[src/sbc_pkg.sv]
// Shared constants and types of the serial baud and clock block
package sbc_pkg;
  // Register byte offsets
  localparam logic [7:0] ADDR_DIV_LO = 8'h00;
  localparam logic [7:0] ADDR_DIV_HI = 8'h04;
  localparam logic [7:0] ADDR_CHCFG = 8'h08;
  localparam logic [7:0] ADDR_CMP = 8'h0c;
  localparam logic [7:0] ADDR_STATUS = 8'h10;
  // Bus responses
  localparam logic [1:0] RESP_OKAY = 2'h0;
  localparam logic [1:0] RESP_SLVERR = 2'h2;
  // Divider limits and oversampling
  localparam int DIV_W = 16;
  localparam logic [15:0] DIV_MIN = 16'h0002;
  localparam logic [3:0] SUB_LAST = 4'hf;
  localparam logic [3:0] SUB_MID = 4'h7;
  // Status bit positions
  localparam int ST_ENABLED = 0;
  localparam int ST_RUNNING = 1;
  localparam int ST_ADDR_HIT = 2;
  // Reset values
  localparam logic [7:0] DIV_BYTE_RST = 8'h00;
  localparam logic [7:0] CMP_RST = 8'h00;
  // Channel configuration fields, bit 0 last
  typedef struct packed {
    logic address_mode_sel;    // Bit 6
    logic address_mode_enable; // Bit 5
    logic sync_mode;           // Bit 4
    logic ext_rx_clock_enable; // Bit 3
    logic clock_out_src_sel;   // Bit 2
    logic tx_clock_src_sel;    // Bit 1
    logic clock_divide_sel;    // Bit 0
  } sbc_cfg_t;
  localparam sbc_cfg_t CFG_RST = 7'h00;
  // Address interrupt triggers
  typedef enum logic [1:0] {
    AMODE_NINTH,
    AMODE_MATCH,
    AMODE_MATCH_NINTH,
    AMODE_MATCH_BREAK
  } sbc_amode_t;
endpackage : sbc_pkg

[src/sbc_top.sv]
// Baud generator, clock selection and init sequencing with AXI4-Lite registers
//
// Chosen here: the AXI4-Lite interface to the registers and the placing of the registers.
`timescale 1ns/10ps
`default_nettype none
module sbc_top #(
  parameter int ADDR_W = 8 // Register address width
) (
  input wire logic aclk,                      // System clock
  input wire logic aresetn,                   // Sync reset, low
  input wire logic [ADDR_W-1:0] s_axi_awaddr, // Write address
  input wire logic s_axi_awvalid,             // Write address valid
  output logic s_axi_awready,                 // Write address ready
  input wire logic [31:0] s_axi_wdata,        // Write data
  input wire logic [3:0] s_axi_wstrb,         // Write byte strobes
  input wire logic s_axi_wvalid,              // Write data valid
  output logic s_axi_wready,                  // Write data ready
  output logic [1:0] s_axi_bresp,             // Write response
  output logic s_axi_bvalid,                  // Write response valid
  input wire logic s_axi_bready,              // Write response ready
  input wire logic [ADDR_W-1:0] s_axi_araddr, // Read address
  input wire logic s_axi_arvalid,             // Read address valid
  output logic s_axi_arready,                 // Read address ready
  output logic [31:0] s_axi_rdata,            // Read data
  output logic [1:0] s_axi_rresp,             // Read response
  output logic s_axi_rvalid,                  // Read data valid
  input wire logic s_axi_rready,              // Read data ready
  input wire logic rxd_pin,                   // Serial data in
  input wire logic ext_rx_clock_pin,          // External receive clock
  input wire logic ext_tx_clock_pin_i,        // Transmit clock pin in
  output logic ext_tx_clock_pin_o,            // Transmit clock pin out
  output logic ext_tx_clock_pin_oe,           // Transmit clock pin drive
  input wire logic rx_char_valid,             // Received character strobe
  input wire logic [7:0] rx_char,             // Received character
  input wire logic rx_ninth,                  // Received ninth bit
  input wire logic rx_break,                  // Line break received
  output logic core_enable,                   // Tx and rx enabled
  output logic tx_bit_tick,                   // Transmit bit clock pulse
  output logic rx_bit_sample,                 // Receive sample pulse
  output logic rxd_synced,                    // Synchronised rx data
  output logic addr_hit                       // Address interrupt pulse
);
  // Decode of mapped register offsets
  function automatic logic is_mapped(input logic [ADDR_W-1:0] a);
    is_mapped = (a == ADDR_W'(sbc_pkg::ADDR_DIV_LO)) || (a == ADDR_W'(sbc_pkg::ADDR_DIV_HI)) ||
                (a == ADDR_W'(sbc_pkg::ADDR_CHCFG)) || (a == ADDR_W'(sbc_pkg::ADDR_CMP)) ||
                (a == ADDR_W'(sbc_pkg::ADDR_STATUS));
  endfunction : is_mapped

  // Write channel holding state
  logic aw_held_r, aw_held_nxt; // Address captured
  logic w_held_r, w_held_nxt;   // Data captured
  logic [ADDR_W-1:0] aw_addr_r; // Captured address
  logic [31:0] w_data_r;        // Captured data
  logic w_lane0_r;              // Low byte strobe
  logic aw_take, w_take, do_write; // Handshake terms
  logic ar_take; // Read accepted
  logic [31:0] rd_word; // Read mux

  // Software state
  logic [7:0] div_lo_r; // Divisor low byte
  logic [7:0] div_hi_r; // Divisor high byte
  sbc_pkg::sbc_cfg_t cfg_r; // Channel configuration
  logic [7:0] cmp_r; // Address compare value
  logic enable_r; // Circuitry enabled
  logic load_r; // Divisor load pulse
  logic hit_sticky_r, hit_sticky_nxt; // Address hit status

  // Write decodes
  logic wr_lo, wr_hi, wr_cfg, wr_cmp, wr_status;

  // Address trigger
  sbc_pkg::sbc_amode_t amode; // Effective trigger
  logic after_break_r; // Break seen before char
  logic char_eq; // Compare equal
  logic hit_cond; // Trigger met
  logic hit_event; // Qualified hit

  // Clock selection
  logic rxc_s1_r, rxc_s2_r, rxc_s3_r; // Rx clock sync
  logic txc_s1_r, txc_s2_r, txc_s3_r; // Tx clock sync
  logic rxc_edge, txc_edge; // Rising edges
  logic brg_src; // Generator input event
  logic brg_clk, brg_tick, brg_running; // Generator outputs
  logic tx_src; // Transmit clock event
  logic [3:0] tx16_r; // Transmit divide by sixteen
  logic tx_tick_c; // Transmit bit event
  logic clk_pin_c, oe_c; // Pin next values

  // Handshake terms
  assign aw_take = s_axi_awvalid & s_axi_awready;
  assign w_take = s_axi_wvalid & s_axi_wready;
  assign do_write = aw_held_r & w_held_r & ~s_axi_bvalid;
  assign aw_held_nxt = (aw_held_r | aw_take) & ~do_write;
  assign w_held_nxt = (w_held_r | w_take) & ~do_write;
  assign ar_take = s_axi_arvalid & s_axi_arready;

  // Address and data capture, either order
  always_ff @(posedge aclk) begin
    if (!aresetn) begin
      aw_held_r <= 1'b0;
      w_held_r <= 1'b0;
      s_axi_awready <= 1'b0;
      s_axi_wready <= 1'b0;
    end else begin
      aw_held_r <= aw_held_nxt;
      w_held_r <= w_held_nxt;
      s_axi_awready <= ~aw_held_nxt;
      s_axi_wready <= ~w_held_nxt;
    end
  end

  // Payload registers, no reset needed
  always_ff @(posedge aclk) begin
    if (aw_take) begin
      aw_addr_r <= s_axi_awaddr;
    end
    if (w_take) begin
      w_data_r <= s_axi_wdata;
      w_lane0_r <= s_axi_wstrb[0];
    end
  end

  // Write response after both halves
  always_ff @(posedge aclk) begin
    if (!aresetn) begin
      s_axi_bvalid <= 1'b0;
      s_axi_bresp <= sbc_pkg::RESP_OKAY;
    end else if (do_write) begin
      s_axi_bvalid <= 1'b1;
      s_axi_bresp <= is_mapped(aw_addr_r) ? sbc_pkg::RESP_OKAY : sbc_pkg::RESP_SLVERR;
    end else if (s_axi_bready) begin
      s_axi_bvalid <= 1'b0;
    end
  end

  // Register write decodes
  assign wr_lo = do_write & w_lane0_r & (aw_addr_r == ADDR_W'(sbc_pkg::ADDR_DIV_LO));
  assign wr_hi = do_write & w_lane0_r & (aw_addr_r == ADDR_W'(sbc_pkg::ADDR_DIV_HI));
  assign wr_cfg = do_write & w_lane0_r & (aw_addr_r == ADDR_W'(sbc_pkg::ADDR_CHCFG));
  assign wr_cmp = do_write & w_lane0_r & (aw_addr_r == ADDR_W'(sbc_pkg::ADDR_CMP));
  assign wr_status = do_write & w_lane0_r & (aw_addr_r == ADDR_W'(sbc_pkg::ADDR_STATUS));

  // Configuration and compare registers
  always_ff @(posedge aclk) begin
    if (!aresetn) begin
      div_lo_r <= sbc_pkg::DIV_BYTE_RST;
      div_hi_r <= sbc_pkg::DIV_BYTE_RST;
      cfg_r <= sbc_pkg::CFG_RST;
      cmp_r <= sbc_pkg::CMP_RST;
    end else begin
      if (wr_lo) div_lo_r <= w_data_r[7:0];
      if (wr_hi) div_hi_r <= w_data_r[7:0];
      if (wr_cfg) cfg_r <= w_data_r[6:0];
      if (wr_cmp) cmp_r <= w_data_r[7:0];
    end
  end

  // Enable sequencing on divisor writes
  always_ff @(posedge aclk) begin
    if (!aresetn) begin
      enable_r <= 1'b0;
      load_r <= 1'b0;
    end else begin
      if (wr_hi) begin
        enable_r <= 1'b0;
      end else if (wr_lo) begin
        enable_r <= 1'b1;
      end
      load_r <= wr_lo;
    end
  end

  assign amode = cfg_r.sync_mode ? sbc_pkg::AMODE_MATCH :
    sbc_pkg::sbc_amode_t'({cfg_r.address_mode_enable, cfg_r.address_mode_sel});
  assign char_eq = (rx_char == cmp_r);
  assign hit_cond = (amode == sbc_pkg::AMODE_NINTH) ? rx_ninth :
                    (amode == sbc_pkg::AMODE_MATCH) ? char_eq :
                    (amode == sbc_pkg::AMODE_MATCH_NINTH) ? (char_eq & rx_ninth) :
                    (char_eq & after_break_r);
  assign hit_event = enable_r & rx_char_valid & hit_cond;
  // Hit is set-wins over software clear
  assign hit_sticky_nxt = hit_event | (hit_sticky_r & ~(wr_status & w_data_r[sbc_pkg::ST_ADDR_HIT]));

  // Break memory and hit status
  always_ff @(posedge aclk) begin
    if (!aresetn || !enable_r) begin
      after_break_r <= 1'b0;
      hit_sticky_r <= 1'b0;
      addr_hit <= 1'b0;
    end else begin
      after_break_r <= rx_break | (after_break_r & ~rx_char_valid);
      hit_sticky_r <= hit_sticky_nxt;
      addr_hit <= hit_event;
    end
  end

  // Read mux
  assign rd_word =
    (s_axi_araddr == ADDR_W'(sbc_pkg::ADDR_DIV_LO)) ? {24'h000000, div_lo_r} :
    (s_axi_araddr == ADDR_W'(sbc_pkg::ADDR_DIV_HI)) ? {24'h000000, div_hi_r} :
    (s_axi_araddr == ADDR_W'(sbc_pkg::ADDR_CHCFG)) ? {25'h0, cfg_r} :
    (s_axi_araddr == ADDR_W'(sbc_pkg::ADDR_CMP)) ? {24'h000000, cmp_r} :
    (s_axi_araddr == ADDR_W'(sbc_pkg::ADDR_STATUS)) ?
      {29'h0, hit_sticky_r, brg_running, enable_r} : 32'h00000000;

  // Read channel, answer one cycle after acceptance
  always_ff @(posedge aclk) begin
    if (!aresetn) begin
      s_axi_arready <= 1'b0;
      s_axi_rvalid <= 1'b0;
      s_axi_rdata <= 32'h00000000;
      s_axi_rresp <= sbc_pkg::RESP_OKAY;
    end else if (ar_take) begin
      s_axi_arready <= 1'b0;
      s_axi_rvalid <= 1'b1;
      s_axi_rdata <= rd_word;
      s_axi_rresp <= is_mapped(s_axi_araddr) ? sbc_pkg::RESP_OKAY : sbc_pkg::RESP_SLVERR;
    end else if (!s_axi_rvalid || s_axi_rready) begin
      s_axi_rvalid <= 1'b0;
      s_axi_arready <= 1'b1;
    end
  end

  always_ff @(posedge aclk) begin
    if (!aresetn) begin
      {rxc_s1_r, rxc_s2_r, rxc_s3_r} <= 3'h0;
      {txc_s1_r, txc_s2_r, txc_s3_r} <= 3'h0;
    end else begin
      {rxc_s1_r, rxc_s2_r, rxc_s3_r} <= {ext_rx_clock_pin, rxc_s1_r, rxc_s2_r};
      {txc_s1_r, txc_s2_r, txc_s3_r} <= {ext_tx_clock_pin_i, txc_s1_r, txc_s2_r};
    end
  end
  assign rxc_edge = rxc_s2_r & ~rxc_s3_r;
  assign txc_edge = txc_s2_r & ~txc_s3_r;

  assign brg_src = cfg_r.ext_rx_clock_enable ? rxc_edge : 1'b1;

  sbc_baud_gen #(.DIV_W(sbc_pkg::DIV_W)) u_brg (
    .aclk(aclk),
    .aresetn(aresetn),
    .run(enable_r),
    .load(load_r),
    .divisor({div_hi_r, div_lo_r}),
    .src_tick(brg_src),
    .clk_out(brg_clk),
    .tick(brg_tick),
    .running(brg_running)
  );

  // tx clock from pin or generator
  assign tx_src = cfg_r.tx_clock_src_sel ? txc_edge : brg_tick;
  assign tx_tick_c = tx_src & (cfg_r.clock_divide_sel | (tx16_r == sbc_pkg::SUB_LAST));

  // Transmit divide-by-sixteen
  always_ff @(posedge aclk) begin
    if (!aresetn || !enable_r) begin
      tx16_r <= 4'h0;
      tx_bit_tick <= 1'b0;
    end else begin
      if (tx_src) tx16_r <= tx16_r + 1'b1;
      tx_bit_tick <= tx_tick_c;
    end
  end

  assign oe_c = enable_r & ~cfg_r.tx_clock_src_sel;
  assign clk_pin_c = cfg_r.clock_out_src_sel ?
    (cfg_r.clock_divide_sel ? brg_clk : tx16_r[3]) : brg_clk;

  // Transmit clock pin drive
  always_ff @(posedge aclk) begin
    if (!aresetn) begin
      ext_tx_clock_pin_o <= 1'b0;
      ext_tx_clock_pin_oe <= 1'b0;
      core_enable <= 1'b0;
    end else begin
      ext_tx_clock_pin_o <= oe_c & clk_pin_c;
      ext_tx_clock_pin_oe <= oe_c;
      core_enable <= enable_r;
    end
  end

  // Receive sampling on generator ticks
  sbc_rx_timing u_rx (
    .aclk(aclk),
    .aresetn(aresetn),
    .run(enable_r),
    .x16_mode(~cfg_r.clock_divide_sel),
    .tick(brg_tick),
    .rxd_pin(rxd_pin),
    .rxd_sync(rxd_synced),
    .sample(rx_bit_sample)
  );
endmodule : sbc_top
`default_nettype wire

[src/sbc_baud_gen.sv]
// Programmable divide-by-N baud generator
`timescale 1ns/10ps
`default_nettype none
module sbc_baud_gen #(
  parameter int DIV_W = 16
) (
  input wire logic aclk,               // System clock
  input wire logic aresetn,            // Sync reset, low
  input wire logic run,                // Generator enabled
  input wire logic load,               // Load divisor now
  input wire logic [DIV_W-1:0] divisor, // Divide ratio
  input wire logic src_tick,           // Input clock event
  output logic clk_out,                // Divided clock level
  output logic tick,                   // End of period pulse
  output logic running                 // Divider active
);
  logic [DIV_W-1:0] count_r; // Down counter
  logic [DIV_W-1:0] count_nxt;
  logic stop; // Divider halted
  logic [DIV_W-1:0] half; // High phase threshold

  assign stop = ~run | (divisor < DIV_W'(sbc_pkg::DIV_MIN));
  assign half = divisor >> 1;
  assign count_nxt = load ? divisor - 1'b1 :
                     (~src_tick) ? count_r :
                     (count_r == '0) ? divisor - 1'b1 : count_r - 1'b1;

  // Counter and outputs
  always_ff @(posedge aclk) begin
    if (!aresetn || stop) begin
      count_r <= '0;
      clk_out <= 1'b0;
      tick <= 1'b0;
    end else begin
      count_r <= count_nxt;
      clk_out <= (count_nxt >= half);
      tick <= ~load & src_tick & (count_r == '0);
    end
  end

  // Activity flag
  always_ff @(posedge aclk) begin
    if (!aresetn) begin
      running <= 1'b0;
    end else begin
      running <= ~stop;
    end
  end
endmodule : sbc_baud_gen
`default_nettype wire

[src/sbc_rx_timing.sv]
// Receive data synchroniser and bit sampling point
`timescale 1ns/10ps
`default_nettype none
module sbc_rx_timing (
  input wire logic aclk,     // System clock
  input wire logic aresetn,  // Sync reset, low
  input wire logic run,      // Receiver enabled
  input wire logic x16_mode, // Sixteen ticks per bit
  input wire logic tick,     // Receive clock event
  input wire logic rxd_pin,  // Serial data in
  output logic rxd_sync,     // Synchronised data
  output logic sample        // Bit sample pulse
);
  logic s1_r; // First synchroniser stage
  logic s3_r; // Edge history
  logic [3:0] sub_r; // Sub-bit counter
  logic fall; // Start edge seen

  assign fall = ~rxd_sync & s3_r;

  always_ff @(posedge aclk) begin
    if (!aresetn) begin
      s1_r <= 1'b1;
      rxd_sync <= 1'b1;
      s3_r <= 1'b1;
    end else begin
      s1_r <= rxd_pin;
      rxd_sync <= s1_r;
      s3_r <= rxd_sync;
    end
  end

  always_ff @(posedge aclk) begin
    if (!aresetn || !run || fall) begin
      sub_r <= '0;
    end else if (tick) begin
      sub_r <= sub_r + 1'b1;
    end
  end

  // Sample mid bit or every tick
  always_ff @(posedge aclk) begin
    if (!aresetn) begin
      sample <= 1'b0;
    end else begin
      sample <= run & tick & ~fall & (~x16_mode | (sub_r == sbc_pkg::SUB_MID));
    end
  end
endmodule : sbc_rx_timing
`default_nettype wire

[config.mk]
export PLATFORM = sky130hd
export DESIGN_NAME = sbc_top
export DESIGN_NICKNAME = d
export VERILOG_FILES = /design/src/sbc_pkg.sv /design/src/sbc_top.sv /design/src/sbc_baud_gen.sv /design/src/sbc_rx_timing.sv
export SDC_FILE = /design/constraint.sdc
export NUM_CORES = 1
export LEC_CHECK = 0
export ABC_AREA = 1
export ABC_CLOCK_PERIOD_IN_PS = 3350
export BUFFER_PORTS_ARGS = -buffer_cell sky130_fd_sc_hd__buf_2
export CORE_ASPECT_RATIO = 0.7
export CORE_MARGIN = 1.5
export CORE_UTILIZATION = 38
export DETAILED_ROUTE_END_ITERATION = 8
export PLACE_DENSITY = 0.66
export SYNTH_ARGS = -nofsm -noshare
export SYNTH_HDL_FRONTEND = slang
export SYNTH_SLANG_ARGS = --single-unit
export TNS_END_PERCENT = 1
[constraint.sdc]
create_clock -name aclk -period 3.35 [get_ports aclk]
set_input_delay 0.1675 -clock aclk [delete_from_list [all_inputs] [get_ports aclk]]
set_output_delay 0.1675 -clock aclk [all_outputs]
set_load 0.01 [all_outputs]
# Word-level counts from Yosys, hierarchy flattened
# Cells that the tools add are included.
word_totals:
  register_bits: 137
  wordCells: 165
  input_bits: 73
  output_inout_bits: 48
classes:
  n_addsub: 4
  n_reduce_logical: 23
  n_bitwise: 53
  muxes: 22
  eq_ne: 13
  n_lt_le_gt_ge: 2
op_table:
  columns: ["operator", "n"]
  rows:
  - ["$mux 16", 3]
  - ["$eq 8x4->1 const B", 4]
  - ["$mux 8", 4]
  - ["$sub 16x1->16 const B", 2]
  - ["$and 1x1->1", 31]
  - ["$eq 8x3->1 const B", 2]
  - ["$eq 8x5->1 const B", 2]
  - ["$ge 16x15->1", 1]
  - ["$logic_not 16->1", 1]
  - ["$logic_not 8->1", 2]
  - ["$lt 16x2->1 const B", 1]
  - ["$not 1->1", 15]
  - ["$logic_or 1x1->1", 12]
  - ["$mux 1", 11]
  - ["$add 4x1->4 const B", 2]
  - ["$eq 8x8->1", 1]
  - ["$or 1x1->1", 7]
  - ["$mux 2", 3]
  - ["$eq 4x3->1 const B", 1]
  - ["$eq 4x4->1 const B", 1]
  - ["$reduce_bool 2->1", 2]
  - ["$reduce_or 2->1", 2]
  - ["$logic_not 1->1", 3]
  - ["$mux 3", 1]
  - ["other kinds (3)", 3]

# Depth between registers and ports, before layout
logic_depth:
  ltp_word: 8
  mapped_depth: 27
  ltp_nobuf: 27

# Hierarchy
# From an unflattened synthesis, not the netlist that was laid out.
hier_totals:
  cells_unflattened: 907
  hier_area_um2: 6244.7
modules_own_cells:
  columns: ["mod", "instances", "cells_per_inst", "area_per_inst_um2", "seq_area_each_um2"]
  rows:
  - ["sbc_top", 1, 524, 3814.9, 1851.8]
  - ["sbc_baud_gen", 1, 342, 2114.5, 380.4]
  - ["sbc_rx_timing", 1, 41, 315.3, 160.2]

# Worst setup path after synthesis
# No wires, ideal clock.
synth_timing:
  path_kind: "register -> register"
  startpoint: "register u_brg.count_r[0]"
  endpoint: "register u_brg.clk_out"
  stages_incl_launch_ff: 23
  arrival_time_ps: 2299
  setup_slack_ps: 931
  t_required_ps: 3230
  setup_time_ps: 120
  n_path_buf: 0
  synth_period_minus_slack_ps: 2419
  cell_sequence: "dfxtp_1 > inv_1 > ha_1 > nand3_1 > nor2_2 > nand4_1 > nand2_2 > inv_2 > nand3_1 > nand2_1 > ha_1 > a21oi_1 > nand2_1 > nand2_1 > nand2_1 > nand2_1 > nand2_1 > nand2_1 > nand2_1 > nand2_1 > nand2_1 > nand2_1 > a21oi_1"
synth_between:
  elab_chain_cells: 5
  word_cells_on_any_way: 6
  classes_between: "add/sub (1); order compare (1); mux (3); reduce/logical (1)"
synth_lines:
  columns: ["item", "line", "rtl"]
  rows:
  - ["start: declaration", "sbc_baud_gen.sv:17", "logic [DIV_W-1:0] count_r;"]
  - ["start signal: assignment", "sbc_baud_gen.sv:35", "count_r <= count_nxt;"]
  - ["$sub 16x1->16 / $logic_not 16->1 (equally long branches)", "sbc_baud_gen.sv:26", "(count_r == '0) ? divisor - 1'b1 : count_r - 1'b1;"]
  - ["$mux 16 *", "sbc_baud_gen.sv:26", null]
  - ["$mux 16 *", "sbc_baud_gen.sv:25", "(~src_tick) ? count_r :"]
  - ["$mux 16 *", "sbc_baud_gen.sv:24", "assign count_nxt = load ? divisor - 1'b1 :"]
  - ["named net u_brg.count_nxt[3]", "sbc_baud_gen.sv:18", "logic [DIV_W-1:0] count_nxt;"]
  - ["$ge 16x15->1 *", "sbc_baud_gen.sv:36", "clk_out <= (count_nxt >= half);"]
  - ["end signal: assignment", "sbc_baud_gen.sv:36", null]
  - ["end: declaration", "sbc_baud_gen.sv:13", "output logic clk_out,"]
# Mark *: on every way through the listed nets, which the timed path passes. The rest lies on a longest branch.
# A chain may end at the register's enable or synchronous reset.

# Worst setup path in the final report
layout_timing:
  startpoint: "register div_lo_r[2]"
  endpoint: "register u_brg.clk_out"
layout_between:
  elab_chain_cells: 5
  word_cells_on_any_way: 8
  classes_between: "add/sub (1); order compare (2); mux (3); bitwise (1); reduce/logical (1)"
layout_lines:
  columns: ["item", "line", "rtl"]
  rows:
  - ["start: declaration", "sbc_top.sv:61", "logic [7:0] div_lo_r;"]
  - ["start signal: assignment", "sbc_top.sv:147", "div_lo_r <= sbc_pkg::DIV_BYTE_RST;"]
  - ["start signal: assignment", "sbc_top.sv:152", "if (wr_lo) div_lo_r <= w_data_r[7:0];"]
  - ["$sub 16x1->16 *", "sbc_baud_gen.sv:24, sbc_baud_gen.sv:26", null]
  - ["$mux 16", "sbc_baud_gen.sv:26", null]
  - ["$mux 16", "sbc_baud_gen.sv:25", null]
  - ["$mux 16 *", "sbc_baud_gen.sv:24", null]
  - ["named net u_brg.count_nxt[9]", "sbc_baud_gen.sv:18", null]
  - ["$ge 16x15->1 *", "sbc_baud_gen.sv:36", null]
# Marks and branches as above.

==> impl_results.md <==
* Status: complete, no violations
* DRC at 0
* Measured slew at the worst slew-check pin at about 0.9 ns
* Die area at about 16000 µm²
* Global-route usage over all layers at a little under a fifth
* IR drop worst, VDD at roughly 0.26 mV
* Clock power share at 40.8%
* Most used DFF post-synth: dfxtp_1
* Tot Pwr at between 2 and 3 mW
* Boundary pin count at 121
* Final wirelength at 13940 µm
* Cell-internal power at 1.954 mW
* Clock tree buffer depth at 2
* Die H at between 100 and 150 µm
* H-tree levels at 3
* Fillers at 1500
* Root Buffer: clkbuf_16
* Die width at ~150 µm
* Antenna violations before repair at 0
* Fin crit period at 2.965 ns
* Most frequent CP cell: nand2_1
* Share of the synthesized area in the top cell type at between 30% and 40%
* Crit end category: flip-flop
* Setup Crit Path Kind: flip-flop to flip-flop
* Worst Path Required at roughly 3.6 ns
* Iter 0 DRT Violations at about 400
* Setup TNS at 0 ns
* Synth area leaders: dfxtp_1 33%, edfxtp_1 8.9%, nand2_1 7.4%
* Max cap viols at 0
* Final hold vios at 0
* Cell variety after synth at 48
* Diode count at 0
* Worst EP arrival at about 3.2 ns
* Part of the Yosys area used for sequential elements at a little over two fifths
* Fin crit share at between 80% and 90%
* Crit-path cells: inv_1 > nand3_1 > nor2_1 > nand2_1 > xor2_1 > inv_1 > o21ai_0 > nand2_1 > ha_1 > a21oi_1 > nor3_1 > a211oi_1 > nand2_1 > nand2_1 > nand2_1 > nand2_1 > a21oi_1
* Avg WL per Cell at between 10 and 15 µm
* First-pass GRT wire length at roughly 22000 µm
* Via/cell ratio at about 4.8
* Final GP Congestion at roughly 0.88
* Final net count at between 900 and 1000
* CTS tree: built
* Storage cell area at between 2000 and 2500 µm²
* Synth warn at 0
* Placed Instances at between 900 and 1000
* Layout Utilization at between 40% and 50%
* CTS sink count at between 100 and 150
* Layout cells sized above 1 at roughly 15%
* Antenna violation net count after detailed routing at 0
* Non-filler instance count after layout at 1023
* Hold Crit Class: primary input to flip-flop
* Final Max Tran Viols at 0
* Max Freq at approximately 340 MHz
* Largest fanout on the critical path at 5
* Vias at 4895
* # rows at 37
* Synth area leader: dfxtp_1
* Area of the multi-input gates at 2731 µm²
* Crit path largest cell delay at about 0.35 ns
* FFs w/ async S/R, synth at 0%
* Pwr Density at 385.6 nW/µm²
* Commonest non-fill, non-tap cell in the layout: nand2_1
* #FFs+latches synth at about 110
* Starting density of the core at around 40%
* Gate power share at roughly 5.3%
* RSZ-0062 raised after global routing: false
* Area growth syn-to-layout at 16.63%
* CTS buffer count at 9
* Post-Synthesis Cells at around 730
* Number of synthesized flops with an enable pin at 17
* Clock Skew at approximately 0.014 ns
* Most frequent cells in the layout: 112 x nand2_1, 110 x inv_1, 94 x dfxtp_1
* Switching Power at ~0.62 mW
* Smallest hold slack at between 0.02 and 0.03 ns
* Drt pass-1 iters at 5
* Post-synthesis cell area at approximately 5700 µm²
* Setup violators final at 0
* Crit path max-delay cell type: dfxtp_1
* Reg clk slew, reported paths at about 0.080 ns
* Port Buf Inserts at 67
* Largest net degree at the start of global routing at 25
* Post-synthesis average cell area at a little under 8 µm²
* Type of origin of the critical path: flip-flop
* Sequential Power Share at ~54%
* Worst-Skew Late Latency at between 0.3 and 0.4 ns
* Vias in the first global route at ~4500
* Overflow after GRT at 0
* Placeable Area at between 10000 and 15000 µm²
* Switching share of total power at roughly 24%
* Leakage power at 3.024 nW
* Relative slew slack at about two fifths
* Detailed placement HPWL at around 11000 µm
* Reg2reg setup slack at 0.39 ns
logic make-up (layout without fill, tap and decap cells):
logic type | after synthesis | in the layout | synth area share, %
other cells | 1 | 26 | 0.06557
buf+inv | 154 | 225 | 12.19
xor+xnor | 21 | 21 | 3.216
fa+ha+maj | 19 | 19 | 4.157
mux | 1 | 1 | 0.1750
flops | 111 | 111 | 41.83
compound gates | 142 | 142 | 15.45
simple gates | 283 | 283 | 22.93
cell type report:
class / instances / share of cell area (%)
multi-input combinational: 492 / 40.95
sequential: 111 / 35.87
inverter: 117 / 6.584
timing repair buffer: 92 / 8.591
clock inverter: 6 / 0.9192
clock buffer: 10 / 3.433
tap: 195 / 3.658
worst max-delay path, delay by kind of cell, from the launching register on:
kind / cells / cell delay (ns)
AND/OR/NAND/NOR: 9 / 1.04
AO/OA/AOI/OAI: 4 / 0.67
flip-flops: 1 / 0.35
adder cells (fa/ha/maj): 1 / 0.31
buffers and inverters: 2 / 0.29
XOR/XNOR: 1 / 0.16
final timing paths:
kind | startpoint | end | cells after the start
setup / recovery | div_lo_r[2] | u_brg.clk_out | 17
hold / removal | rx_break | after_break_r | 3
setup reg to reg | div_lo_r[2] | u_brg.clk_out | 17
hold reg to reg | txc_s1_r | txc_s2_r | 2
Yosys cell counts (7+ instances only):
cell type,instances
edfxtp_1,17
ha_1,19
xnor2_1,7
nand2_1,113
xor2_1,14
nand4_1,7
dfxtp_1,94
inv_1,110
or2_2,7
buf_4,27
a21oi_1,51
nor3_1,17
a211oi_1,22
o21ai_0,35
nor2_1,76
nand3_1,37
power groups by stage:
stage                     clock network, mW  registers, mW  logic (mW)
final                                  1.05           1.39       0.136
after global routing                   1.12           1.39       0.151
after CTS                              1.06           1.39       0.135
after detailed placement                  0           1.42       0.117
after global placement                    0           1.42       0.116
after floorplan                           0           1.42      0.0880
metal layers:
layer,GRT usage (%),part of all wire (%)
met1,28.10,54
met2,25.35,39
met3,3.810,6.5
met4,3.607,0.68
met5,0,0
stage by stage:
step,setup WS (ns),instance area (µm²)
2_1_floorplan,0.9310,5813
3_3_place_gp,0.4125,6165
6_report,0.3852,6670
4_1_cts,0.3802,6655
3_5_place_dp,0.4090,6165
5_1_grt,0.03077,6670
sequential cells by signal (all words and copies together) (netlist names), 4 cells and up:
register and flops:
aw_addr_r 8, cfg_r 7, cmp_r 8, div_hi_r 8, div_lo_r 8, s_axi_rdata 8
tx16_r 4, u_brg.count_r 16, u_rx.sub_r 4, w_data_r 8
timing repair:
item                                    in CTS  in global routing
resized for setup                            0                  2
endpoints found under the hold margin       20                  0
buffers inserted                             0                  1
endpoints found under the setup margin       0                  1
hold buffers                                20                  0
Power figures use the tool's default switching activity.
